--- config.mk ---
export PLATFORM = sky130hd
export DESIGN_NAME = fbd_ctrl
export DESIGN_NICKNAME = d
export VERILOG_FILES = /design/src/fbd_pkg.sv /design/src/fbd_ctrl.sv
export VERILOG_INCLUDE_DIRS = /design/src
export SDC_FILE = /design/constraint.sdc
export NUM_CORES = 1
export LEC_CHECK = 0
export ABC_AREA = 0
export BUFFER_PORTS_ARGS = -buffer_cell sky130_fd_sc_hd__buf_2
export CAP_MARGIN = 20
export CORE_MARGIN = 2
export CORE_UTILIZATION = 60
export DETAILED_ROUTE_END_ITERATION = 6
export GPL_ROUTABILITY_DRIVEN = 1
export PLACE_DENSITY = 0.78
export SYNTH_ARGS = -nofsm -noshare
export SYNTH_HDL_FRONTEND = slang
export SYNTH_SLANG_ARGS = --single-unit
--- constraint.sdc ---
create_clock -name sys_clk_i -period 6.5 [get_ports sys_clk_i]
set_input_delay 0 -clock sys_clk_i [delete_from_list [all_inputs] [get_ports sys_clk_i]]
set_output_delay 0 -clock sys_clk_i [all_outputs]
set_load 0.02 [all_outputs]
--- src/fbd_regs.svh ---
/*
  Constants of the fixed-block disk command controller: sizes, parameter byte
  layouts, mask bit positions and reset values.
  Assumes it is included by its bare name before any code that uses it.
*/
// What this block does
// - Data moves only as 512-byte blocks
// - Blocks addressed by linear number 0..N-1
// - One data command moves one or more blocks
// - Sector is identification field, gap, data field
// - Identification holds flags and physical location
// - Check bytes guard identification and data fields
// - Alternates assigned per block, placed anywhere
// - Sixteen commands; four cover normal transfers
// - Extent setup carries exactly sixteen parameter bytes
// - Mask inhibits writes and/or diagnostics
// - Defective-block format inhibited separately
// - Mask selects customer or service area
// - Block size 512 or zero meaning 512
// - Extent gives first, last, device origin
// - Valid extent kept until program ends
// - Stay connected during extent setup
// - Positioning carries eight parameter bytes
// - Block count at most 65,535
// - Five subcommands set read/write orientation
// - Disconnected while seeking to first block
// - Check extent bounds and mask before seek
`ifndef FBD_REGS_SVH
`define FBD_REGS_SVH

`define FBD_BLOCK_BYTES 16'h0200
`define FBD_BLOCK_BYTES_W 9
`define FBD_EXT_PARAM_BYTES 5'h10
`define FBD_LOC_PARAM_BYTES 5'h08
`define FBD_FIFO_DEPTH 8

// Extent parameter fields in the 128-bit shift buffer (byte 0 on top)
`define FBD_EXT_MASK 127:120
`define FBD_EXT_BSIZE 111:96
`define FBD_EXT_ORIGIN 95:64
`define FBD_EXT_FIRST 63:32
`define FBD_EXT_LAST 31:0

// Positioning parameter fields in the low 64 bits
`define FBD_LOC_SUB 59:56
`define FBD_LOC_COUNT 47:32
`define FBD_LOC_START 31:0

// Mask byte bits
`define FBD_MASK_NO_WRITE 7
`define FBD_MASK_NO_FORMAT 6
`define FBD_MASK_NO_DIAG 5
`define FBD_MASK_SERVICE 4

`define FBD_MASK_RESET 8'h00
`define FBD_RBA_RESET 32'h0000_0000

`endif

--- src/fbd_pkg.sv ---
/*
  Types shared by the fixed-block disk command controller.
  Assumes fbd_regs.svh supplies the numeric constants.
*/
`default_nettype none
package fbd_pkg;

  // Sixteen command codes
  typedef enum logic [3:0] {
    CMD_EXTENT_SETUP = 4'h0,
    CMD_LOCATE = 4'h1,
    CMD_READ = 4'h2,
    CMD_WRITE = 4'h3,
    CMD_BOOT_LOAD_READ = 4'h4,
    CMD_DIAG_CONTROL = 4'h5,
    CMD_DIAG_SENSE = 4'h6,
    CMD_SENSE = 4'h7,
    CMD_READ_CHARS = 4'h8,
    CMD_READ_LOG = 4'h9,
    CMD_NOP = 4'ha,
    CMD_RSV_B = 4'hb,
    CMD_RSV_C = 4'hc,
    CMD_RSV_D = 4'hd,
    CMD_RSV_E = 4'he,
    CMD_RSV_F = 4'hf
  } cmd_t;

  typedef enum logic [3:0] {
    SUB_READ_DATA = 4'h0,
    SUB_READ_REPLICATED = 4'h1,
    SUB_WRITE_DATA = 4'h2,
    SUB_WRITE_CHECK = 4'h3,
    SUB_FORMAT_DEFECT = 4'h4
  } subcmd_t;

  typedef enum logic [2:0] {
    ST_IDLE = 3'b000,
    ST_PARAM = 3'b001,
    ST_CHECK = 3'b010,
    ST_SEEK = 3'b011,
    ST_ID = 3'b100,
    ST_DATA = 3'b101,
    ST_DRAIN = 3'b110,
    ST_END = 3'b111
  } state_t;

endpackage
`default_nettype wire

--- src/fbd_ctrl.sv ---
/*
  Fixed-block disk command controller and its data FIFO.
  Assumes the channel side and the disk formatter run on sys_clk_i; the
  formatter decodes each identification field and checks its check bytes.
*/
`include "fbd_regs.svh"
`default_nettype none

////////////////////////////////////////////////////////////////////////////////
module fbd_fifo #(
  parameter int WIDTH = 8,
  parameter int DEPTH = 8
) (
  input wire logic clk_i,
  input wire logic rst_n_i,
  input wire logic flush_i,
  input wire logic in_valid_i,
  input wire logic [WIDTH-1:0] in_data_i,
  output logic in_ready_o,
  output logic out_valid_o,
  output logic [WIDTH-1:0] out_data_o,
  input wire logic out_ready_i
);
  localparam int AW = $clog2(DEPTH);
  logic [WIDTH-1:0] mem_q [DEPTH];
  logic [AW-1:0] wr_q;
  logic [AW-1:0] rd_q;
  logic [AW:0] cnt_q;
  logic push;
  logic pop;

  assign push = in_valid_i && in_ready_o;
  assign pop = out_valid_o && out_ready_i;
  assign in_ready_o = (cnt_q != (AW+1)'(DEPTH));
  assign out_valid_o = (cnt_q != '0);
  assign out_data_o = mem_q[rd_q];

  always_ff @(posedge clk_i) begin
    if (push) begin
      mem_q[wr_q] <= in_data_i;
    end
  end

  always_ff @(posedge clk_i or negedge rst_n_i) begin
    if (!rst_n_i) begin
      wr_q <= '0;
      rd_q <= '0;
      cnt_q <= '0;
    end else if (flush_i) begin
      wr_q <= '0;
      rd_q <= '0;
      cnt_q <= '0;
    end else begin
      if (push) begin
        wr_q <= (wr_q == AW'(DEPTH - 1)) ? '0 : wr_q + 1'b1;
      end
      if (pop) begin
        rd_q <= (rd_q == AW'(DEPTH - 1)) ? '0 : rd_q + 1'b1;
      end
      cnt_q <= cnt_q + (AW+1)'(push) - (AW+1)'(pop);
    end
  end
endmodule

////////////////////////////////////////////////////////////////////////////////
module fbd_ctrl
  import fbd_pkg::*;
#(
  parameter int FIFO_DEPTH = `FBD_FIFO_DEPTH
) (
  // Clock and reset
  input wire logic sys_clk_i,
  input wire logic rst_n_i,
  // Channel command port
  input wire logic cmd_valid_i,
  input wire logic [3:0] cmd_code_i,
  input wire logic command_chain_flag_i,
  output logic cmd_ready_o,
  input wire logic param_valid_i,
  input wire logic [7:0] param_byte_i,
  output logic end_valid_o,
  output logic unit_check_o,
  output logic connected_o,
  // Disk positioner and formatter
  output logic seek_req_o,
  output logic [31:0] seek_rba_o,
  input wire logic seek_done_i,
  input wire logic alt_avail_i,
  input wire logic id_valid_i,
  input wire logic id_ok_i,
  input wire logic [31:0] id_rba_i,
  // Data stream through the FIFO
  input wire logic src_valid_i,
  input wire logic [7:0] src_data_i,
  output logic src_ready_o,
  output logic snk_valid_o,
  output logic [7:0] snk_data_o,
  input wire logic snk_ready_i,
  // Status levels
  output logic write_orient_o,
  output logic verify_o,
  output logic replicated_o,
  output logic service_area_o,
  output logic feed_o
);

  state_t state_q;
  cmd_t cur_cmd_q;
  cmd_t prev_cmd_q;
  logic prev_chained_q;
  logic [127:0] pbuf_q;
  logic [4:0] pcnt_q;
  logic [4:0] pneed_q;
  logic ext_valid_q;
  logic ext_seen_q;
  logic [7:0] mask_q;
  logic [31:0] origin_q;
  logic [31:0] first_q;
  logic [31:0] last_q;
  logic loc_valid_q;
  subcmd_t sub_q;
  logic [15:0] count_q;
  logic [31:0] start_rba_q;
  logic [31:0] cur_rba_q;
  logic [15:0] blk_left_q;
  logic [`FBD_BLOCK_BYTES_W-1:0] byte_q;
  logic end_q;
  logic uc_q;
  logic seek_q;
  logic conn_q;
  logic feed_q;
  logic fifo_in_ready;
  logic fifo_out_valid;
  logic flush;
  logic in_push;
  logic ext_ok;
  logic loc_ok;
  logic [32:0] loc_last;
  logic cmd_take;
  subcmd_t loc_sub;
  cmd_t cmd_in;

  assign cmd_in = cmd_t'(cmd_code_i);
  assign cmd_take = cmd_valid_i && (state_q == ST_IDLE);
  assign loc_sub = subcmd_t'(pbuf_q[`FBD_LOC_SUB]);
  assign loc_last = {1'b0, pbuf_q[`FBD_LOC_START]} + 33'(pbuf_q[`FBD_LOC_COUNT]) - 33'd1;

  ////////////////////////////////////////////////////////////////////////////
  // Parameter checks, evaluated once all bytes are in

  always_comb begin
    ext_ok = !ext_seen_q;
    if ((pbuf_q[`FBD_EXT_BSIZE] != `FBD_BLOCK_BYTES) && (pbuf_q[`FBD_EXT_BSIZE] != 16'h0000)) begin
      ext_ok = 1'b0;
    end
    if (pbuf_q[`FBD_EXT_FIRST] > pbuf_q[`FBD_EXT_LAST]) begin
      ext_ok = 1'b0;
    end
  end

  always_comb begin
    // Chained straight from extent setup or boot load read
    loc_ok = prev_chained_q && ext_valid_q
      && ((prev_cmd_q == CMD_EXTENT_SETUP) || (prev_cmd_q == CMD_BOOT_LOAD_READ));
    if (pbuf_q[`FBD_LOC_COUNT] == 16'h0000) begin
      loc_ok = 1'b0;
    end
    if ((pbuf_q[`FBD_LOC_START] < first_q) || (loc_last > {1'b0, last_q})) begin
      loc_ok = 1'b0;
    end
    case (loc_sub)
      SUB_READ_DATA, SUB_READ_REPLICATED: begin
      end
      SUB_WRITE_DATA, SUB_WRITE_CHECK: begin
        if (mask_q[`FBD_MASK_NO_WRITE]) begin
          loc_ok = 1'b0;
        end
      end
      SUB_FORMAT_DEFECT: begin
        if (mask_q[`FBD_MASK_NO_WRITE] || mask_q[`FBD_MASK_NO_FORMAT]) begin
          loc_ok = 1'b0;
        end
      end
      default: begin
        loc_ok = 1'b0;
      end
    endcase
  end

  ////////////////////////////////////////////////////////////////////////////
  // Command sequencer

  always_ff @(posedge sys_clk_i or negedge rst_n_i) begin
    if (!rst_n_i) begin
      state_q <= ST_IDLE;
      cur_cmd_q <= CMD_NOP;
      pneed_q <= '0;
      end_q <= 1'b0;
      uc_q <= 1'b0;
    end else begin
      end_q <= 1'b0;
      case (state_q)
        ST_IDLE: begin
          if (cmd_take) begin
            cur_cmd_q <= cmd_in;
            uc_q <= 1'b0;
            case (cmd_in)
              CMD_EXTENT_SETUP: begin
                pneed_q <= `FBD_EXT_PARAM_BYTES;
                state_q <= ST_PARAM;
              end
              CMD_LOCATE: begin
                pneed_q <= `FBD_LOC_PARAM_BYTES;
                state_q <= ST_PARAM;
              end
              CMD_READ, CMD_WRITE: begin
                state_q <= ST_CHECK;
              end
              CMD_DIAG_CONTROL, CMD_DIAG_SENSE: begin
                uc_q <= ext_valid_q && command_chain_flag_i
                  && mask_q[`FBD_MASK_NO_DIAG];
                state_q <= ST_END;
              end
              default: begin
                state_q <= ST_END;
              end
            endcase
          end
        end
        ST_PARAM: begin
          if (param_valid_i && (pcnt_q == pneed_q - 5'd1)) begin
            state_q <= ST_CHECK;
          end
        end
        ST_CHECK: begin
          case (cur_cmd_q)
            CMD_EXTENT_SETUP: begin
              uc_q <= !ext_ok;
              state_q <= ST_END;
            end
            CMD_LOCATE: begin
              if (loc_ok) begin
                state_q <= ST_SEEK;
              end else begin
                uc_q <= 1'b1;
                state_q <= ST_END;
              end
            end
            default: begin
              // Read or write must follow a matching positioning command
              if (!loc_valid_q || !prev_chained_q || (prev_cmd_q != CMD_LOCATE)
                  || (sub_q == SUB_FORMAT_DEFECT)
                  || ((cur_cmd_q == CMD_WRITE) != write_orient_o)) begin
                uc_q <= 1'b1;
                state_q <= ST_END;
              end else begin
                state_q <= ST_ID;
              end
            end
          endcase
        end
        ST_SEEK: begin
          if (seek_done_i) begin
            if (sub_q == SUB_FORMAT_DEFECT) begin
              uc_q <= !alt_avail_i;
            end
            state_q <= ST_END;
          end
        end
        ST_ID: begin
          if (id_valid_i) begin
            // Wrong location or bad check bytes abort the transfer
            if (id_ok_i && (id_rba_i == cur_rba_q)) begin
              state_q <= ST_DATA;
            end else begin
              uc_q <= 1'b1;
              state_q <= ST_END;
            end
          end
        end
        ST_DATA: begin
          if (in_push && (byte_q == `FBD_BLOCK_BYTES_W'(`FBD_BLOCK_BYTES - 16'h0001))) begin
            state_q <= (blk_left_q == 16'h0001) ? ST_DRAIN : ST_ID;
          end
        end
        ST_DRAIN: begin
          if (!fifo_out_valid) begin
            state_q <= ST_END;
          end
        end
        ST_END: begin
          end_q <= 1'b1;
          state_q <= ST_IDLE;
        end
        default: begin
          state_q <= ST_IDLE;
        end
      endcase
    end
  end

  ////////////////////////////////////////////////////////////////////////////
  // Parameter byte collection

  always_ff @(posedge sys_clk_i or negedge rst_n_i) begin
    if (!rst_n_i) begin
      pbuf_q <= '0;
      pcnt_q <= '0;
    end else if (state_q == ST_IDLE) begin
      pcnt_q <= '0;
    end else if ((state_q == ST_PARAM) && param_valid_i) begin
      pbuf_q <= {pbuf_q[119:0], param_byte_i};
      pcnt_q <= pcnt_q + 5'd1;
    end
  end

  ////////////////////////////////////////////////////////////////////////////
  // Program chaining history and saved extent

  always_ff @(posedge sys_clk_i or negedge rst_n_i) begin
    if (!rst_n_i) begin
      prev_cmd_q <= CMD_NOP;
      prev_chained_q <= 1'b0;
      ext_valid_q <= 1'b0;
      ext_seen_q <= 1'b0;
      mask_q <= `FBD_MASK_RESET;
      origin_q <= `FBD_RBA_RESET;
      first_q <= `FBD_RBA_RESET;
      last_q <= `FBD_RBA_RESET;
    end else begin
      if (cmd_take) begin
        prev_chained_q <= command_chain_flag_i;
        if (!command_chain_flag_i) begin
          // An unchained command starts a new program and drops the old extent
          ext_valid_q <= 1'b0;
          ext_seen_q <= 1'b0;
          mask_q <= `FBD_MASK_RESET;
        end
      end
      if (end_q) begin
        prev_cmd_q <= cur_cmd_q;
      end
      if ((state_q == ST_CHECK) && (cur_cmd_q == CMD_EXTENT_SETUP)) begin
        ext_seen_q <= 1'b1;
        if (ext_ok) begin
          ext_valid_q <= 1'b1;
          mask_q <= pbuf_q[`FBD_EXT_MASK];
          origin_q <= pbuf_q[`FBD_EXT_ORIGIN];
          first_q <= pbuf_q[`FBD_EXT_FIRST];
          last_q <= pbuf_q[`FBD_EXT_LAST];
        end
      end
    end
  end

  ////////////////////////////////////////////////////////////////////////////
  // Positioning: subcommand, orientation and seek target

  always_ff @(posedge sys_clk_i or negedge rst_n_i) begin
    if (!rst_n_i) begin
      loc_valid_q <= 1'b0;
      sub_q <= SUB_READ_DATA;
      count_q <= '0;
      start_rba_q <= `FBD_RBA_RESET;
    end else begin
      if (cmd_take && !command_chain_flag_i) begin
        loc_valid_q <= 1'b0;
      end else if ((state_q == ST_CHECK) && (cur_cmd_q == CMD_LOCATE)) begin
        loc_valid_q <= loc_ok;
        if (loc_ok) begin
          sub_q <= loc_sub;
          count_q <= pbuf_q[`FBD_LOC_COUNT];
          // Device block = extent origin + offset inside the extent
          start_rba_q <= origin_q + (pbuf_q[`FBD_LOC_START] - first_q);
        end
      end
    end
  end

  always_ff @(posedge sys_clk_i or negedge rst_n_i) begin
    if (!rst_n_i) begin
      seek_q <= 1'b0;
      conn_q <= 1'b1;
    end else begin
      // Extent setup never leaves ST_PARAM/ST_CHECK/ST_END, so stays connected
      seek_q <= (state_q == ST_CHECK) && (cur_cmd_q == CMD_LOCATE) && loc_ok;
      if ((state_q == ST_CHECK) && (cur_cmd_q == CMD_LOCATE) && loc_ok) begin
        conn_q <= 1'b0;
      end else if (state_q == ST_END) begin
        conn_q <= 1'b1;
      end
    end
  end

  ////////////////////////////////////////////////////////////////////////////
  // Block and byte counting on the fill side

  always_ff @(posedge sys_clk_i or negedge rst_n_i) begin
    if (!rst_n_i) begin
      cur_rba_q <= `FBD_RBA_RESET;
      blk_left_q <= '0;
      byte_q <= '0;
      feed_q <= 1'b0;
    end else begin
      if ((state_q == ST_CHECK) && (cur_cmd_q != CMD_LOCATE)
          && (cur_cmd_q != CMD_EXTENT_SETUP)) begin
        cur_rba_q <= start_rba_q;
        blk_left_q <= count_q;
        byte_q <= '0;
      end else if (in_push) begin
        if (byte_q == `FBD_BLOCK_BYTES_W'(`FBD_BLOCK_BYTES - 16'h0001)) begin
          byte_q <= '0;
          blk_left_q <= blk_left_q - 16'h0001;
          cur_rba_q <= cur_rba_q + 32'h0000_0001;
        end else begin
          byte_q <= byte_q + `FBD_BLOCK_BYTES_W'(1);
        end
      end
      feed_q <= (state_q == ST_ID) && id_valid_i && id_ok_i && (id_rba_i == cur_rba_q)
        || (state_q == ST_DATA) && !(in_push && (blk_left_q == 16'h0001)
        && (byte_q == `FBD_BLOCK_BYTES_W'(`FBD_BLOCK_BYTES - 16'h0001))
        ) && !(in_push && (byte_q == `FBD_BLOCK_BYTES_W'(`FBD_BLOCK_BYTES - 16'h0001)));
    end
  end

  ////////////////////////////////////////////////////////////////////////////
  // Data path

  // Source is held off between blocks while the next identification is read
  assign in_push = feed_q && src_valid_i && fifo_in_ready;
  assign flush = (state_q == ST_IDLE);
  assign src_ready_o = feed_q && fifo_in_ready;

  fbd_fifo #(
    .WIDTH(8),
    .DEPTH(FIFO_DEPTH)
  ) u_fifo (
    .clk_i(sys_clk_i),
    .rst_n_i(rst_n_i),
    .flush_i(flush),
    .in_valid_i(src_valid_i && feed_q),
    .in_data_i(src_data_i),
    .in_ready_o(fifo_in_ready),
    .out_valid_o(fifo_out_valid),
    .out_data_o(snk_data_o),
    .out_ready_i(snk_ready_i)
  );

  assign snk_valid_o = fifo_out_valid;

  ////////////////////////////////////////////////////////////////////////////
  // Outputs

  assign cmd_ready_o = (state_q == ST_IDLE);
  assign end_valid_o = end_q;
  assign unit_check_o = end_q && uc_q;
  assign connected_o = conn_q;
  assign seek_req_o = seek_q;
  assign seek_rba_o = start_rba_q;
  assign write_orient_o = (sub_q == SUB_WRITE_DATA) || (sub_q == SUB_WRITE_CHECK)
    || (sub_q == SUB_FORMAT_DEFECT);
  assign verify_o = (sub_q == SUB_WRITE_CHECK);
  assign replicated_o = (sub_q == SUB_READ_REPLICATED);
  assign service_area_o = mask_q[`FBD_MASK_SERVICE];
  assign feed_o = feed_q;

endmodule
`default_nettype wire

* Word-level counts from Yosys, hierarchy flattened *
Memory sizes are Yosys's and may differ from the RTL's.
Index checks and enable logic that the tools add are counted.

word-level totals
  flip-flop bits (word level) = 381
  RAM bits = 64
  output and inout bits = 52
  logic and storage cells = 238
  memories = 1

cells by class
  add/subtract/negate cells = 13
  magnitude comparators = 3
  equal/unequal tests = 45
  mux-type cells = 67
  bitwise operators = 2
  reduce and logical (&&, ||, !) cells = 79

memory list
  name          words  bits a word  rd ports  clocked after memory_dff  write ports  RTL line        source
  u_fifo.mem_q  8      8            1         0                         1            fbd_ctrl.sv:25  logic [WIDTH-1:0] mem_q [DEPTH];

operator list
  cell                                                                  count
  32-bit two-way mux                                                    3
  16-bit two-way mux                                                    3
  3-bit two-way mux                                                     13
  32-bit by 16-bit adder with 33-bit output                             1
  33-bit by 32-bit greater-than comparator with 1-bit output            1
  33-bit by 1-bit subtractor with 33-bit output, second input constant  1
  32-bit by 1-bit adder with 32-bit output, second input constant       1
  32-bit adder                                                          1
  32-bit == test                                                        1
  32-bit greater-than comparator                                        1
  32-bit < comparator                                                   1
  8-bit two-way mux                                                     4
  32-bit subtractor                                                     1
  4-bit by 2-bit == test with 1-bit output, second input constant       7
  1-bit logical AND                                                     28
  1-bit two-way mux                                                     28
  9-bit two-way mux                                                     3
  3-bit one-hot mux with 8 select lines                                 1
  4-bit by 3-bit == test with 1-bit output, second input constant       5
  3-bit == test, second input constant                                  6
  2-bit nonzero test                                                    9
  16-bit by 1-bit == test with 1-bit output, second input constant      1
  4-bit by 1-bit == test with 1-bit output, second input constant       4
  16-bit zero test                                                      1
  other kinds (39)                                                      84

* Logic depth before layout (Yosys ltp) *
Gate-level depths: netlist of the first run.

  depth after elaboration = 10
  depth in mapped cells = 28

* Cells and area by module *
Synthesis of the first run repeated with hierarchy kept, for this count alone.

second synthesis, totals
  cells, all modules = 2476
  area total of the unflattened synthesis = 25119.1 sq um

by module, submodules not included
  module    times used  cells an instance  area an instance (sq um)  sequential area each (sq um)
  fbd_ctrl  1           2308               21957.3                   8889.8
  fbd_fifo  1           168                3161.8                    2172.1

* Least setup slack after synthesis of the first run *
OpenSTA, ideal clock, no wires.

  path kind = flip-flop to flip-flop
  from = reg pbuf_q[1]
  to = reg start_rba_q[26] (netlist: seek_rba_o[26])
  arrival = 5047 ps
  data required time = 6372 ps
  slack = 1326 ps
  cell stages (with the launch flop) = 26
  path buffers = 1
  period minus slack after synthesis = 5174 ps
  path through = dfrtp_1 -> inv_1 -> ha_1 -> inv_1 -> ha_1 -> inv_1 -> fa_1 -> nor2b_1 -> o31a_1 -> o31ai_1 -> a2111oi_2 -> a21oi_1 -> o21ai_1 -> o21a_1 -> nor2_1 -> xnor2_1 -> ha_1 -> nand4_1 -> nor4_2 -> a21oi_1 -> a21oi_1 -> nand4_1 -> a2111oi_4 -> o2111ai_2 -> buf_4 -> mux2_1

on the way
  cells in the longest elaborated chain, start to end = 8
  elaborated cells on any way between the ends = 12
  classes of those cells = 4 x add/sub; 2 x order compare; 4 x mux; 2 x reduce/logical

RTL lines
  what                                                        RTL line                          source
  from (decl)                                                 fbd_ctrl.sv:111                   logic [127:0] pbuf_q;
  from (signal assigned)                                      fbd_ctrl.sv:312                   pbuf_q <= {pbuf_q[119:0], param_byte_i};
  32-bit by 16-bit adder with 33-bit output                   fbd_ctrl.sv:146                   assign loc_last = {1'b0, pbuf_q[`FBD_LOC_START]} + 33'(pbuf_q[`FBD_LOC_COUNT]) - 33'd1;
  33-bit by 1-bit subtractor with 33-bit output               fbd_ctrl.sv:146
  33-bit by 32-bit greater-than comparator with 1-bit output  fbd_ctrl.sv:168                   if ((pbuf_q[`FBD_LOC_START] < first_q) || (loc_last > {1'b0, last_q})) begin
  1-bit logical OR                                            fbd_ctrl.sv:168
  1-bit two-way mux                                           fbd_ctrl.sv:168
  1-bit two-way mux, on equally long branches                 fbd_ctrl.sv:180, fbd_ctrl.sv:175
  1-bit one-hot mux with 3 select lines                       fbd_ctrl.sv:171                   case (loc_sub)
  3-bit AND reduction (no line)                               n/a
  to (signal assigned)                                        fbd_ctrl.sv:364                   start_rba_q <= `FBD_RBA_RESET;
  to (signal assigned)                                        fbd_ctrl.sv:374                   start_rba_q <= origin_q + (pbuf_q[`FBD_LOC_START] - first_q);
  to (decl)                                                   fbd_ctrl.sv:123                   logic [31:0] start_rba_q;

Several ways; a longest one is shown, not always the timed one.
A chain may end at the register's enable or synchronous reset.

* Worst setup path in the final report of the first run *
  from = reg pbuf_q[1]
  to = reg start_rba_q[18] (netlist: seek_rba_o[18])

Same word-level chain as after synthesis.

==> impl_metrics.tcl, run 1 <==
set metrics [dict create \
    status "completed" \
    synth_seq_area_share 0.452 \
    vias 18700 \
    layout.cells.most_common "sky130_fd_sc_hd__dfrtp_1" \
    critPathTopFamily "compound AO/OA/AOI/OAI gates" \
    post-route-cell-area_mm2 0.0277 \
    arrival_ns 6.59 \
    async_set_reset_flop_share_out_of_synthesis 0.851 \
    numCtsBuffers 46 \
    design.die.area_mm2 0.0425 \
    drt.antenna.violating_nets 0 \
    tritoncts "built" \
    synth.area.mux_share 0.0813 \
    gp_congestion 0.936 \
    synth_cells 2404 \
    cts.reportedPaths.clkPinSlew_ns 0.06 \
    slew_viol_final 0 \
    critPathCaptureType "register" \
    synth_edf_count 64 \
    preCtsSetupSlack_ns 0.368 \
    max_freq_ghz 0.164 \
    path_depth 26 \
    synthSimpleGateAreaFrac 0.117 \
    finalCriticalPeriod_ns 6.11 \
    drc 0 \
    std_cell_rows 74 \
    setup-violations-final 0 \
    io_buffer_count 114 \
    core_area_mm2 0.0406 \
    crit_end "seek_rba_o[18]" \
    grt_pass1_vias 18700 \
    die_width_um 206 \
    post_synthesis_instance_area_mm2 0.0245 \
    postSynthAreaPerCell_um2 10.2 \
    initial_utilization 0.604 \
    worst_skew_pair.late_latency_ns 0.60 \
    grt_first_pass_wirelength_um 101000 \
    grt_remaining_overflow 0 \
    worstPathMaxFanout 70 \
    htreeDepth 2 \
    critPathKind "reg -> reg" \
    layout_common_cells "sky130_fd_sc_hd__dfrtp_1 (360), sky130_fd_sc_hd__nand2_1 (270), sky130_fd_sc_hd__inv_1 (267)" \
    firstDrtPassIters 7 \
    avgRoutedWirePerCell_um 21.0 \
    max-clock-path-buffers 3 \
    synth-adder-area-share 0.124 \
    master_cell_of_the_clock_root_buffer "sky130_fd_sc_hd__clkbuf_16" \
    endpoint_of_the_worst_slack_reg_to_reg_timing_path "seek_rba_o[18]" \
    synth_compound_gate_area_share 0.123 \
    timing.reg2reg.setup_slack_ns 0.39 \
    timing.reg2reg.worst_path_depth 26 \
    drive_above_1_share 0.152 \
    dr.first_iter.drc_count 1706 \
    synth_xor_xnor_area_share 0.0486 \
    number_of_different_library_cells_in_the_post_synthesis_netlist 78 \
    grt_start_max_net_pins 178 \
    final.period_utilization 0.940 \
    whs_ns 0.0235 \
    groute.usage.overall 0.310 \
    io-pin-count 115 \
    detail_route.wirelength_um 65200 \
    required_ns 6.98 \
    fin_worst_skew_ns 0.0221 \
    die_y_um 206 \
    finalHoldViolations 0 \
    critical_path.startpoint_type "register" \
    max-slew-margin-rel 0.365 \
    grt_setup_unrepaired "no" \
    synthToLayoutAreaGrowth_pct 12.9 \
    regToRegStartpoint "pbuf_q[1]" \
    register_bit_count_reported_by_yosys 429 \
    critPathSlowestCell "sky130_fd_sc_hd__a2111oi_2" \
    setup_total_negative_slack_ns 0 \
    detailed_place.area_mm2 0.0256 \
    antenna_cells_inserted 0 \
    post_dr_vias_cell 6.04 \
    clkSinkCount 429 \
    ys.flop_type "sky130_fd_sc_hd__dfrtp_1" \
    synth_fp_nets 2690 \
    cp_num_buf_inv 5 \
    grt_antenna_before_repair 0 \
    worst_pin_slew_ns 0.952 \
    largest_family_of_logic_cells_by_synthesized_area "adder cells" \
    crit_path_start "pbuf_q[1]" \
    min-delay-path-class "in -> async" \
    worst_path_largest_cell_delay_ns 0.56 \
    layout_setup_ws_ns 0.393 \
    synth_warnings 0 \
    maxCapViolCount 0 \
    num-nets-final 2822 \
    post-dp-hpwl_um 46300 \
]
==> layout make-up <==
| class | instances | area, um2 |
|---|---|---|
| clock buffers | 59 | 1270 |
| clock inverters | 23 | 424 |
| fillers | 2955 | 12900 |
| inverters | 270 | 1010 |
| multi-input cells | 1628 | 12100 |
| flip-flops and latches | 429 | 11100 |
| well taps | 532 | 666 |
| repair buffers | 161 | 1070 |
==> synth_stat cells, types with 5 or more instances <==
library cell / n / area share
sky130_fd_sc_hd__xnor2_1: 75 / 0.027
sky130_fd_sc_hd__buf_4: 5 / 0.0015
sky130_fd_sc_hd__edfxtp_1: 64 / 0.078
sky130_fd_sc_hd__a31oi_1: 9 / 0.0023
sky130_fd_sc_hd__dfrtp_1: 360 / 0.37
sky130_fd_sc_hd__mux2_1: 8 / 0.0037
sky130_fd_sc_hd__nand4_1: 41 / 0.010
sky130_fd_sc_hd__clkbuf_1: 62 / 0.0095
sky130_fd_sc_hd__o21a_1: 17 / 0.0052
sky130_fd_sc_hd__inv_1: 267 / 0.041
sky130_fd_sc_hd__nand2b_1: 16 / 0.0041
sky130_fd_sc_hd__a2111oi_0: 5 / 0.0018
sky130_fd_sc_hd__ha_1: 190 / 0.097
sky130_fd_sc_hd__nor2b_1: 14 / 0.0036
sky130_fd_sc_hd__nand2_1: 270 / 0.041
sky130_fd_sc_hd__and4_1: 10 / 0.0036
sky130_fd_sc_hd__nand3b_1: 9 / 0.0028
sky130_fd_sc_hd__nor2_1: 91 / 0.014
sky130_fd_sc_hd__fa_1: 33 / 0.027
sky130_fd_sc_hd__buf_1: 6 / 0.00092
sky130_fd_sc_hd__nor3_1: 25 / 0.0051
sky130_fd_sc_hd__a21o_1: 66 / 0.020
sky130_fd_sc_hd__mux2_2: 135 / 0.062
sky130_fd_sc_hd__a21oi_1: 103 / 0.021
sky130_fd_sc_hd__nand3_1: 42 / 0.0086
sky130_fd_sc_hd__xor2_1: 61 / 0.022
sky130_fd_sc_hd__nor4_1: 26 / 0.0066
sky130_fd_sc_hd__o21ai_0: 188 / 0.038
sky130_fd_sc_hd__o21ai_1: 57 / 0.012
sky130_fd_sc_hd__nor3b_1: 5 / 0.0015
sky130_fd_sc_hd__mux4_2: 16 / 0.015
sky130_fd_sc_hd__and2_1: 8 / 0.0020
sky130_fd_sc_hd__a211oi_1: 8 / 0.0025
sky130_fd_sc_hd__and3_1: 17 / 0.0043
sky130_fd_sc_hd__dfstp_2: 5 / 0.0054
sky130_fd_sc_hd__or3_1: 6 / 0.0015
sky130_fd_sc_hd__or4_1: 5 / 0.0015
==> worst register-to-register path, cell delays in order, from the launching register on <==
cell and delay (ns):
sky130_fd_sc_hd__dfrtp_1 0.40, sky130_fd_sc_hd__inv_1 0.17, sky130_fd_sc_hd__ha_1 0.29, sky130_fd_sc_hd__inv_1 0.07, sky130_fd_sc_hd__ha_1 0.18, sky130_fd_sc_hd__inv_1 0.06, sky130_fd_sc_hd__fa_1 0.40, sky130_fd_sc_hd__nor2b_1 0.23
sky130_fd_sc_hd__o31a_1 0.20, sky130_fd_sc_hd__o31ai_1 0.14, sky130_fd_sc_hd__a2111oi_2 0.56, sky130_fd_sc_hd__a21oi_2 0.17, sky130_fd_sc_hd__o21ai_2 0.27, sky130_fd_sc_hd__o21a_1 0.15, sky130_fd_sc_hd__nor2_1 0.04, sky130_fd_sc_hd__xnor2_1 0.14
sky130_fd_sc_hd__ha_1 0.31, sky130_fd_sc_hd__nand4_1 0.19, sky130_fd_sc_hd__nor4_4 0.35, sky130_fd_sc_hd__a21oi_1 0.14, sky130_fd_sc_hd__a21oi_1 0.14, sky130_fd_sc_hd__nand4_1 0.13, sky130_fd_sc_hd__a2111oi_4 0.38, sky130_fd_sc_hd__o2111ai_4 0.18
sky130_fd_sc_hd__buf_12 0.22, sky130_fd_sc_hd__inv_2 0.19, sky130_fd_sc_hd__mux2_2 0.33
==> how the worst min path moves through the flow <==
stage | start | to | cells after the start
after floorplan | rst_n_i | blk_left_q[0] | 0
after global placement | rst_n_i | cur_rba_q[4] | 1
after detailed placement | rst_n_i | cur_rba_q[2] | 1
after CTS | rst_n_i | cur_rba_q[0] | 2
after global routing | rst_n_i | cur_rba_q[0] | 2
final | rst_n_i | cur_rba_q[2] | 2
==> kinds of logic (layout without fill, tap and decap cells) <==
| family | count (synthesis) | after routing |
|---|---|---|
| fa+ha+maj | 223 | 223 |
| simple gates | 602 | 602 |
| buf+inv | 347 | 513 |
| xor+xnor | 136 | 136 |
| compound gates | 506 | 506 |
| mux | 161 | 161 |
| flops | 429 | 429 |
==> timing repair <==
action	in CTS	in global routing
setup buffers	0	1
hold endpoints to repair	198	0
endpoints found under the setup margin	0	26
hold buffers	27	0
gates resized for setup	0	4
==> sequential cells by signal, indices dropped and copies added, names as in the netlist, 2 cells and up <==
register	cells
pbuf_q	119
u_fifo.mem_q	64
cur_rba_q	32
first_q	32
last_q	32
origin_q	32
seek_rba_o	32
blk_left_q	16
count_q	16
byte_q	9
pcnt_q	5
cur_cmd_q	4
mask_q	4
prev_cmd_q	4
sub_q	4
u_fifo.cnt_q	4
state_q	3
u_fifo.rd_q	3
u_fifo.wr_q	3
pneed_q	2
==> metal layers <==
metal  vias to the layer above  track usage  part of all wire
met1                      9236        0.407              0.41
met5                         -            0                 0
met2                       716        0.512              0.47
met3                       187       0.0429             0.066
li1                       8587            -                 -
met4                         0        0.141             0.047
==> per-stage QoR <==
step	std cells	utilization
finish	3102	0.682
detailed placement	2990	0.632
global placement	2990	0.632
floorplan	2404	-
global route	3102	0.682
CTS	3099	0.680
Power of run 1 is left out: the tool's default activity adds up to more than one toggle a clock period on the data nets, which glitch-free logic cannot reach.
==> run 2, diff against run 1 <==
Settings changed: CTS_BUF_LIST set to sky130_fd_sc_hd__clkbuf_16.
==> run 2 against run 1 <==
Net effect:
- global-route usage down 0.12 points
- register-to-register slack lost 0.02 ns
- setup slack worse by 0.017 ns
- die area is the same
- non-clock buffer count is the same
- fmax down 0.28%
- critical endpoint unchanged
- largest cell class unchanged
==> impl_metrics.tcl, run 2 (same netlist as run 1, synthesis figures left out) <==
set metrics [dict create \
    grt_remaining_overflow 0 \
    max_freq_ghz 0.163 \
    critPathKind "reg -> reg" \
    grt_antenna_before_repair 0 \
    post_dr_vias_cell 6.01 \
    grt_first_pass_wirelength_um 101000 \
    max_flop_register "pbuf_q" \
    worst_skew_pair.late_latency_ns 0.60 \
    vias 18700 \
    std_cell_rows 74 \
    numCtsBuffers 46 \
    layout_common_cells "sky130_fd_sc_hd__dfrtp_1 (360), sky130_fd_sc_hd__inv_1 (273), sky130_fd_sc_hd__nand2_1 (270)" \
    core_area_mm2 0.0406 \
    die_y_um 206 \
    setup_total_negative_slack_ns 0 \
    synthToLayoutAreaGrowth_pct 12.6 \
    io-pin-count 115 \
    max-clock-path-buffers 3 \
    die_width_um 206 \
    regToRegStartpoint "pbuf_q[1]" \
    endpoint_of_the_worst_slack_reg_to_reg_timing_path "seek_rba_o[18]" \
    wl_met1_um 27000 \
    detail_route.wirelength_um 65100 \
    crit_end "seek_rba_o[18]" \
    final.period_utilization 0.942 \
    crit_path_start "pbuf_q[1]" \
    detailed_place.area_mm2 0.0256 \
    post-dp-hpwl_um 46300 \
    critical_path.startpoint_type "register" \
    master_cell_of_the_clock_root_buffer "sky130_fd_sc_hd__clkbuf_16" \
    arrival_ns 6.60 \
    clkSinkCount 429 \
    drc 0 \
    cts.reportedPaths.clkPinSlew_ns 0.06 \
    initial_utilization 0.604 \
    design.die.area_mm2 0.0425 \
    drive_above_1_share 0.149 \
    maxCapViolCount 0 \
    setup-violations-final 0 \
    routed-wl-met3_um 4400 \
    htreeDepth 2 \
    grt_start_max_net_pins 178 \
    fin_worst_skew_ns 0.0165 \
    topRoutingLayerUsed "met4" \
    avgRoutedWirePerCell_um 21.0 \
    num-nets-final 2822 \
    critPathCaptureType "register" \
    groute.usage.overall 0.308 \
    slew_viol_final 0 \
    io_buffer_count 114 \
    status "completed" \
    timing.reg2reg.setup_slack_ns 0.38 \
    grt_setup_unrepaired "no" \
    tritoncts "built" \
    timing.reg2reg.worst_path_depth 26 \
    met2_wire_length_um 30700 \
    drt.antenna.violating_nets 0 \
    reg_top3 "pbuf_q x119, u_fifo.mem_q x64" \
    post-route-cell-area_mm2 0.0276 \
    firstDrtPassIters 6 \
    finalCriticalPeriod_ns 6.12 \
    flip_flop_count_of_the_largest_register_all_copies_and_words_added 119 \
    worstPathMaxFanout 70 \
    worst_pin_slew_ns 0.937 \
    dr.first_iter.drc_count 1706 \
    max-slew-margin-rel 0.375 \
    antenna_cells_inserted 0 \
    gp_congestion 0.936 \
    grt_pass1_vias 18700 \
    min-delay-path-class "in -> async" \
    required_ns 6.98 \
    layout.cells.most_common "sky130_fd_sc_hd__dfrtp_1" \
    finalHoldViolations 0 \
]
[run 2: changes by cell type in the layout (fill, tap and decap cells not counted), sizes merged]
| cell | previous run | this run |
|---|---|---|
| clkinv | 8 | 15 |
| clkbuf | 59 | 46 |
| inv | 272 | 278 |
[run 2: stage by stage]
stage                     hold slack, ns  worst slack (ns)  utilization  cells
after floorplan                   -0.296              1.33            -   2404
after global placement            0.0851             0.500        0.632   2990
after detailed placement          0.0945             0.368        0.632   2990
after CTS                         0.0724             0.341        0.679   3099
after global routing               0.117           0.00632        0.680   3102
final                             0.0165             0.376        0.680   3102
[run 2: metal layers]
layer	GRT usage	vias up
met5	0	-
met4	0.141	0
met3	0.0475	177
met2	0.506	731
met1	0.406	9155
li1	-	8587
[run 2: final cells by class]
class / instances / area [um2]
inverters: 270 / 1010
fillers: 2968 / 13000
repair buffers: 161 / 1070
well taps: 532 / 666
clock inverters: 36 / 473
multi-input cells: 1628 / 12100
flip-flops and latches: 429 / 11100
clock buffers: 46 / 1150
[run 2: critical path, stage by stage (launching register included)]
cell and delay [ns]:
sky130_fd_sc_hd__dfrtp_1 0.40, sky130_fd_sc_hd__inv_1 0.17, sky130_fd_sc_hd__ha_1 0.28, sky130_fd_sc_hd__inv_1 0.07, sky130_fd_sc_hd__ha_1 0.18, sky130_fd_sc_hd__inv_1 0.07
sky130_fd_sc_hd__fa_1 0.40, sky130_fd_sc_hd__nor2b_1 0.25, sky130_fd_sc_hd__o31a_1 0.21, sky130_fd_sc_hd__o31ai_1 0.13, sky130_fd_sc_hd__a2111oi_2 0.54, sky130_fd_sc_hd__a21oi_2 0.17
sky130_fd_sc_hd__o21ai_2 0.26, sky130_fd_sc_hd__o21a_1 0.15, sky130_fd_sc_hd__nor2_1 0.04, sky130_fd_sc_hd__xnor2_1 0.14, sky130_fd_sc_hd__ha_1 0.31, sky130_fd_sc_hd__nand4_1 0.20
sky130_fd_sc_hd__nor4_4 0.35, sky130_fd_sc_hd__a21oi_1 0.14, sky130_fd_sc_hd__a21oi_1 0.14, sky130_fd_sc_hd__nand4_1 0.14, sky130_fd_sc_hd__a2111oi_4 0.38, sky130_fd_sc_hd__o2111ai_4 0.18
sky130_fd_sc_hd__buf_12 0.22, sky130_fd_sc_hd__inv_2 0.13, sky130_fd_sc_hd__mux2_2 0.33
[run 2: what timing repair did]
item | CTS | global route
setup buffers | 0 | 1
hold buffers | 27 | 0
setup endpoints to repair | 0 | 28
gates resized for setup | 0 | 4
hold endpoints to repair | 198 | 0
[run 2: how the worst min path moves through the flow]
stage,startpoint,to,cells after the start
floorplan,rst_n_i,blk_left_q[0],0
global placement,rst_n_i,cur_rba_q[4],1
detailed placement,rst_n_i,cur_rba_q[2],1
CTS,rst_n_i,cur_rba_q[2],2
global route,rst_n_i,cur_rba_q[2],2
finish,rst_n_i,cur_rba_q[4],2
Power of run 2 is left out for the same reason.
